**src/verilog/prsd_pkg.sv**
```systemverilog
// Constants for the clock ratio strap decoder
package prsd_pkg;

  // ==========================================================================
  // Platform ratio strap codes
  localparam logic [3:0] PRSD_PLAT_R2 = 4'h2;
  localparam logic [3:0] PRSD_PLAT_R3 = 4'h3;
  localparam logic [3:0] PRSD_PLAT_R4 = 4'h4;
  localparam logic [3:0] PRSD_PLAT_R5 = 4'h5;
  localparam logic [3:0] PRSD_PLAT_R6 = 4'h6;
  localparam logic [3:0] PRSD_PLAT_R8 = 4'h8;

  // ==========================================================================
  // Core ratio strap codes
  localparam logic [4:0] PRSD_CORE_R20 = 5'h08;
  localparam logic [4:0] PRSD_CORE_R25 = 5'h0C;
  localparam logic [4:0] PRSD_CORE_R30 = 5'h10;

  // ==========================================================================
  // Core ratio held in halves: 2:1 is 4, 2.5:1 is 5, 3:1 is 6
  localparam logic [3:0] PRSD_HALF_R20 = 4'h4;
  localparam logic [3:0] PRSD_HALF_R25 = 4'h5;
  localparam logic [3:0] PRSD_HALF_R30 = 4'h6;

  // ==========================================================================
  // Reset values
  localparam logic [3:0] PRSD_RATIO_RST = 4'h0;
  localparam logic [7:0] PRSD_DIV_RST   = 8'h02;

  // ==========================================================================
  // Capture sequence
  typedef enum logic [1:0] {
    PRSD_WAIT    = 2'b00,
    PRSD_CAPTURE = 2'b01,
    PRSD_HOLD    = 2'b10
  } prsd_state_e;

endpackage : prsd_pkg

```
**src/verilog/prsd_clk_div.sv**
```systemverilog
// Divider making a divided clock from the platform clock, square for even divides
`timescale 1ns/1ns
`default_nettype none
module prsd_clk_div
  import prsd_pkg::*;
#(
  parameter int DIV_W = 8
) (
  // Clock and reset
  input  wire logic             clock,
  input  wire logic             rst_n,
  // Control
  input  wire logic             run,
  input  wire logic [DIV_W-1:0] divide,
  // Divided clock
  output logic                  clk_out
);

  // ==========================================================================
  // Counter
  logic [DIV_W-1:0] count;
  logic [DIV_W-1:0] next_count;
  logic [DIV_W-1:0] div_eff;
  logic [DIV_W-1:0] half;
  logic             wrap;
  logic             next_clk;

  // Divide by zero or one is taken as two: a single-flop clock cannot go faster
  assign div_eff    = (divide < DIV_W'(2)) ? DIV_W'(2) : divide;
  assign half       = div_eff >> 1;
  assign wrap       = (count == div_eff - DIV_W'(1));
  assign next_count = wrap ? '0 : count + DIV_W'(1);
  assign next_clk   = (count < half);

  always_ff @(posedge clock or negedge rst_n) begin
    if (!rst_n) begin
      count   <= '0;
      clk_out <= 1'b0;
    end else if (run) begin
      count   <= next_count;
      clk_out <= next_clk;
    end else begin
      count   <= '0;
      clk_out <= 1'b0;
    end
  end

endmodule : prsd_clk_div
`default_nettype wire

```
**src/verilog/prsd_top.sv**
```systemverilog
// Reset-time ratio strap decoder with memory and local bus clock dividers
// Behaviour
// - Sample platform straps, decode valid ratio codes
// - Platform codes outside table flagged reserved
// - Decode core straps: 2, 2.5, 3 to 1
// - Memory clock runs at half platform clock
// - Local bus clock is platform divided by divider, 0 and 1 taken as 2
`timescale 1ns/1ns
`default_nettype none
module prsd_top
  import prsd_pkg::*;
#(
  parameter int DIV_W = 8
) (
  // Clock and reset
  input  wire logic             clock,
  input  wire logic             resetn,
  // Strap pins
  input  wire logic [3:0]       platform_ratio_straps,
  input  wire logic [3:0]       core_ratio_straps_high,
  input  wire logic             core_ratio_strap_low,
  // Local bus divider setting
  input  wire logic [DIV_W-1:0] local_bus_clock_divider,
  // Decoded ratios
  output logic [3:0]            platform_ratio,
  output logic                  platform_ratio_valid,
  output logic [3:0]            core_ratio_halves,
  output logic                  core_ratio_valid,
  output logic                  ratios_locked,
  // Derived clocks
  output logic                  memory_bus_clock,
  output logic                  local_bus_clock_outputs
);

  // ==========================================================================
  // Reset release
  logic rst_meta;
  logic rst_n;

  always_ff @(posedge clock or negedge resetn) begin
    if (!resetn) begin
      rst_meta <= 1'b0;
      rst_n    <= 1'b0;
    end else begin
      rst_meta <= 1'b1;
      rst_n    <= rst_meta;
    end
  end

  // ==========================================================================
  // Platform strap decode
  localparam int                      PLAT_CODES = 6;
  localparam logic [4*PLAT_CODES-1:0] PLAT_TABLE = {PRSD_PLAT_R8, PRSD_PLAT_R6,
                                                    PRSD_PLAT_R5, PRSD_PLAT_R4,
                                                    PRSD_PLAT_R3, PRSD_PLAT_R2};

  logic [PLAT_CODES-1:0] plat_hit;
  logic [3:0]            plat_dec;
  logic                  plat_ok;

  // One comparator per legal code; codes off the table stay reserved
  for (genvar g = 0; g < PLAT_CODES; g++) begin : g_plat_hit
    assign plat_hit[g] =
      (platform_ratio_straps == PLAT_TABLE[4*g +: 4]);
  end

  assign plat_ok  = |plat_hit;
  // Reserved codes never yield a ratio; no fallback since none exists
  assign plat_dec = plat_ok ? platform_ratio_straps : PRSD_RATIO_RST;

  // ==========================================================================
  // Core strap decode
  logic [4:0] core_code;
  logic [3:0] core_dec;
  logic       core_ok;
  logic       is_c20;
  logic       is_c25;
  logic       is_c30;

  assign core_code = {core_ratio_straps_high, core_ratio_strap_low};
  assign is_c20    = (core_code == PRSD_CORE_R20);
  assign is_c25    = (core_code == PRSD_CORE_R25);
  assign is_c30    = (core_code == PRSD_CORE_R30);
  assign core_ok   = is_c20 | is_c25 | is_c30;
  assign core_dec  = is_c20 ? PRSD_HALF_R20 :
                     is_c25 ? PRSD_HALF_R25 :
                     is_c30 ? PRSD_HALF_R30 : PRSD_RATIO_RST;

  // ==========================================================================
  // One-shot capture after reset release
  prsd_state_e state;
  prsd_state_e next_state;
  logic        take;

  assign take = (state == PRSD_CAPTURE);

  always_comb begin
    unique case (state)
      PRSD_WAIT:    next_state = PRSD_CAPTURE;
      PRSD_CAPTURE: next_state = PRSD_HOLD;
      PRSD_HOLD:    next_state = PRSD_HOLD;
      default:      next_state = PRSD_WAIT;
    endcase
  end

  always_ff @(posedge clock or negedge rst_n) begin
    if (!rst_n) begin
      state <= PRSD_WAIT;
    end else begin
      state <= next_state;
    end
  end

  // ==========================================================================
  // Captured ratios
  logic [3:0] next_platform_ratio;
  logic       next_platform_ratio_valid;
  logic [3:0] next_core_ratio_halves;
  logic       next_core_ratio_valid;
  logic       next_ratios_locked;

  // Straps only sampled in the capture cycle; later pin changes ignored
  assign next_platform_ratio =
    take ? plat_dec : platform_ratio;
  assign next_platform_ratio_valid =
    take ? plat_ok : platform_ratio_valid;
  assign next_core_ratio_halves =
    take ? core_dec : core_ratio_halves;
  assign next_core_ratio_valid =
    take ? core_ok : core_ratio_valid;
  assign next_ratios_locked =
    take | ratios_locked;

  always_ff @(posedge clock or negedge rst_n) begin
    if (!rst_n) begin
      platform_ratio <= PRSD_RATIO_RST;
    end else begin
      platform_ratio <= next_platform_ratio;
    end
  end

  always_ff @(posedge clock or negedge rst_n) begin
    if (!rst_n) begin
      platform_ratio_valid <= 1'b0;
    end else begin
      platform_ratio_valid <= next_platform_ratio_valid;
    end
  end

  always_ff @(posedge clock or negedge rst_n) begin
    if (!rst_n) begin
      core_ratio_halves <= PRSD_RATIO_RST;
    end else begin
      core_ratio_halves <= next_core_ratio_halves;
    end
  end

  always_ff @(posedge clock or negedge rst_n) begin
    if (!rst_n) begin
      core_ratio_valid <= 1'b0;
    end else begin
      core_ratio_valid <= next_core_ratio_valid;
    end
  end

  // Lock only falls with reset, so the ratios cannot be recaptured
  always_ff @(posedge clock or negedge rst_n) begin
    if (!rst_n) begin
      ratios_locked <= 1'b0;
    end else begin
      ratios_locked <= next_ratios_locked;
    end
  end

  // ==========================================================================
  // Memory bus clock: toggle each platform cycle
  logic next_memory_bus_clock;

  // Free running from reset release, not gated by the capture
  assign next_memory_bus_clock = ~memory_bus_clock;

  always_ff @(posedge clock or negedge rst_n) begin
    if (!rst_n) begin
      memory_bus_clock <= 1'b0;
    end else begin
      memory_bus_clock <= next_memory_bus_clock;
    end
  end

  // ==========================================================================
  // Local bus clock
  logic [DIV_W-1:0] lb_div;
  logic             lb_clk;

  // Divider sampled each cycle; change causes one irregular period
  always_ff @(posedge clock or negedge rst_n) begin
    if (!rst_n) begin
      lb_div <= DIV_W'(PRSD_DIV_RST);
    end else begin
      lb_div <= local_bus_clock_divider;
    end
  end

  prsd_clk_div #(
    .DIV_W (DIV_W)
  ) u_lb_div (
    .clock   (clock),
    .rst_n   (rst_n),
    .run     (ratios_locked),
    .divide  (lb_div),
    .clk_out (lb_clk)
  );

  always_ff @(posedge clock or negedge rst_n) begin
    if (!rst_n) begin
      local_bus_clock_outputs <= 1'b0;
    end else begin
      local_bus_clock_outputs <= lb_clk;
    end
  end

endmodule : prsd_top
`default_nettype wire

```
**config.mk**
```make
export PLATFORM = sky130hd
export DESIGN_NAME = prsd_top
export DESIGN_NICKNAME = d
export VERILOG_FILES = /design/src/verilog/prsd_pkg.sv /design/src/verilog/prsd_clk_div.sv /design/src/verilog/prsd_top.sv
export SDC_FILE = /design/constraint.sdc
export NUM_CORES = 1
export LEC_CHECK = 0
export ABC_AREA = 0
export BUFFER_PORTS_ARGS = -buffer_cell sky130_fd_sc_hd__buf_2
export CELL_PAD_IN_SITES_DETAIL_PLACEMENT = 1
export CELL_PAD_IN_SITES_GLOBAL_PLACEMENT = 1
export CORE_MARGIN = 3
export CORE_UTILIZATION = 46
export CTS_CLUSTER_DIAMETER = 120
export CTS_CLUSTER_SIZE = 30
export DETAILED_ROUTE_END_ITERATION = 16
export GPL_TIMING_DRIVEN = 0
export PLACE_DENSITY = 0.88
export SETUP_SLACK_MARGIN = 0.05
export SLEW_MARGIN = 20
export SYNTH_ARGS = -nofsm -noshare
export SYNTH_HDL_FRONTEND = slang
export SYNTH_SLANG_ARGS = --single-unit
```
**constraint.sdc**
```tcl
create_clock -name clock -period 2.7 [get_ports clock]
set_input_delay 0.81 -clock clock [delete_from_list [all_inputs] [get_ports clock]]
set_output_delay 0.81 -clock clock [all_outputs]
set_load 0.03 [all_outputs]
```
==> out/qor.csv <==
stage;metric;value;unit
worst_setup_path;cpPeakStageDelay;530;ps
floorplanning;ios;32;
timing;worstMarginPinSlew;648;ps
timing;finClkSkew;8.85;ps
worst_setup_path;critPathCaptureType;register;
timing;fmax;407;MHz
worst_setup_path;startpoint_type;register;
worst_setup_path;cpMaxStageDelayCell;dfrtp_1;
synth;synthFlopType;dfrtp_1;
worst_hold_path;hp-class;in -> async;
synth;synthesis.instances;151;
worst_setup_path;worst_ep_arrival_time;2670;ps
floorplanning;core_area;0.00342;mm^2
placed_design;place_area;0.00187;mm^2
placed_design;gp_congestion;0.767;
clock_network;cts_sinks;33;
synth;ys_ff_latch;33;
placed_design;port_buffers;30;
worst_setup_path;critical_path_class;reg -> reg;
floorplanning;start_util;0.486;
clock_network;clockBufferDepth;2;
placed_design;dp_hpwl;3.20;mm
drt;drt-initial-drc-count;49;
status;status;finished, final reports clean;
synth;yosys-top-cells-area;dfrtp_1 (48%), ha_1 (7.5%), xnor2_1 (5.3%), xor2_1 (3.7%), inv_1 (3.6%);
finish;fillers;389;
drt;drtAntennaViolNets;0;
timing;relSlewSlack;0.562;
finish;syn2layout_area_growth;17.3;%
worst_setup_path;cp.required;2910;ps
worst_setup_path;crit_fanout;8;
grt;track_usage;0.218;
finish;drive_gt1_frac;0.263;
synth;ys_async_sr_fraction;1.00;
timing;setup_violations;0;
floorplanning;rows;21;
drt;firstDrtPassIters;5;
grt;overflow;0;
grt;grt_max_degree;32;
finish;fin_area;0.00195;mm^2
synth;synth_enable_flop_cells;0;
pwr;peakVddDrop;0.000426;V
timing;period_minus_slack;2460;ps
worst_setup_path;crit_buf_inv;1;
pwr;cellPowerDensity;721;mW/mm^2
clock_network;ctsRootBufferMaster;clkbuf_4;
clock_network;cts.htree.levels;2;
job;drv_cap;0;
pwr;leakage;0.917;nW
synth;syn_area_per_cell;11.0;um^2
synth;yosysSeqAreaShare;0.498;
synth;synth_warnings;0;
floorplanning;die_area;0.00437;mm^2
timing;rsz0062_at_grt;no;
synth;synthesis.nets;180;
synth;yosysTopAreaCell;dfrtp_1;
timing;hold_viol_final;0;
synth;synth_area;0.00166;mm^2
floorplanning;die_w;66.1;um
timing;finalCritPeriodShare;0.911;
clock_network;clock_latency;330;ps
drt;vias_per_cell;5.52;
clock_network;cts_tree;built;
grt;grt_pass1_vias;1463;
worst_setup_path;path_delay_family;simple AND/OR/NAND/NOR gates;
synth;synth_top_area_frac;0.482;
clock_network;numCtsBuffers;5;
finish;nNetsFinal;218;
finish;post-route-util;0.571;
synth;synth_cell_types;43;
finish;num_antenna_cells;0;
drt;drc;0;
grt;antenna_found_initial;0;
floorplanning;die_h;66.1;um
clock_network;clkSlewWorstSetupHoldPaths;100;ps
grt;grt_pass1_wl;6.87;mm
worst_setup_path;worstPathCellList;nor4_4 -> buf_4 -> a31oi_1 -> ha_1 -> nor3b_1 -> xnor2_1 -> and3_1 -> o2111a_2 -> nor3_1;
timing;tns;0;ps
drt;wire_per_inst;17.7;um
drt;wl;4.18;mm
timing;drv_slew;0;
drt;vias;1302;
[power by group]
part,internal [W],switching [W]
registers,0.000574,0.000130
clock network,0.000127,0.000161
logic,0.000203,0.000211
total,0.000904,0.000502
[worst reg2reg max path, cell delays in order (launching register included)]
cell      delay (ps)
dfrtp_1          530
nor4_4           100
buf_4            160
a31oi_1          250
ha_1             290
nor3b_1          280
xnor2_1          150
and3_1           170
o2111a_2         320
nor3_1            90
[synth_stat cells, drive strengths merged, types with 2 or more instances]
library cell,n
ha,10
xor2,7
nand2,7
nor3b,3
dfrtp,32
conb,2
nor3,10
nor4,2
a21oi,2
o21ai,7
nand3,5
and3,4
nor2,4
nand4b,2
a211oi,2
inv,16
nor4b,2
o31ai,2
xnor2,10
nand3b,2
[registers in the layout (all words and copies together), names as in the netlist]
name / cells
platform_ratio_valid: 1
ratios_locked: 1
rst_n: 1
platform_ratio: 4
lb_div: 8
rst_meta: 1
core_ratio_valid: 1
state: 2
core_ratio_halves: 3
local_bus_clock_outputs: 1
u_lb_div.count: 8
u_lb_div.clk_out: 1
memory_bus_clock: 1
[layer usage]
layer / up-vias / global-route usage / wire (um)
met5: - / 0 / 0
met3: 11 / 0.0527 / 150
met2: 37 / 0.403 / 2370
li1: 603 / - / -
met4: 0 / 0.132 / 137
met1: 651 / 0.215 / 1530
[kinds of logic (layout without fill, tap and decap cells)]
family / count (synthesis) / in the layout / synth area share
simple gates: 45 / 45 / 0.165
flops: 33 / 33 / 0.498
compound gates: 23 / 23 / 0.0994
buf+inv: 19 / 58 / 0.0452
xor+xnor: 18 / 18 / 0.106
fa+ha+maj: 10 / 10 / 0.0753
other cells: 2 / 2 / 0.00452
mux: 1 / 1 / 0.00678
[layout by cell type, fill, tap and decap left out, types with 3 or more instances in the layout]
cell / n
dfrtp_1: 31
buf_2: 30
inv_1: 16
nor3_1: 10
xnor2_1: 10
ha_1: 10
o21ai_0: 7
xor2_1: 7
nand2_1: 7
nand3_1: 5
clkbuf_4: 5
nor2_1: 4
and3_1: 3
[per-stage QoR]
step           std cells  hold slack, ps  total power, W  worst slack, ps
6_report             236             242         0.00141              241
3_3_place_gp         227             337         0.00106              281
4_1_cts              235             223         0.00142             67.7
3_5_place_dp         227             326         0.00113              118
2_1_floorplan        151             331        0.000973              505
5_1_grt              236             203         0.00151             71.8
[area by class of cell]
cell class | count | area [um^2] | share of cell area
buffer | 2 | 11.3 | 0.00578
sequential | 33 | 828 | 0.425
timing repair buffer | 31 | 158 | 0.0809
clock buffer | 7 | 55.1 | 0.0282
clock inverter | 1 | 7.51 | 0.00385
inverter | 17 | 63.8 | 0.0327
tap | 46 | 57.6 | 0.0295
multi-input combinational | 99 | 768 | 0.394
[worst paths after layout]
kind / start / end / slack (ps) / depth (start not counted)
max: lb_div[4]$_DFF_PN0_ / u_lb_div.count[4]$_DFF_PN0_ / 240 / 9
min: resetn / rst_n$_DFF_PN0_ / 240 / 1
max reg2reg: lb_div[4]$_DFF_PN0_ / u_lb_div.count[4]$_DFF_PN0_ / 240 / 9
min reg2reg: rst_n$_DFF_PN0_ / u_lb_div.count[1]$_DFF_PN0_ / 310 / 0
max in group asynchronous: rst_n$_DFF_PN0_ / ratios_locked$_DFF_PN0_ / 1970 / 0
min in group clock: u_lb_div.clk_out$_DFF_PN0_ / local_bus_clock_outputs$_DFF_PN0_ / 370 / 0
[timing repair]
action	4_1_cts	5_1_grt
resized for setup	0	1
setup endpoints to repair	0	8
hold buffers	0	0
setup buffers	0	1
Power figures use the tool's default switching activity.
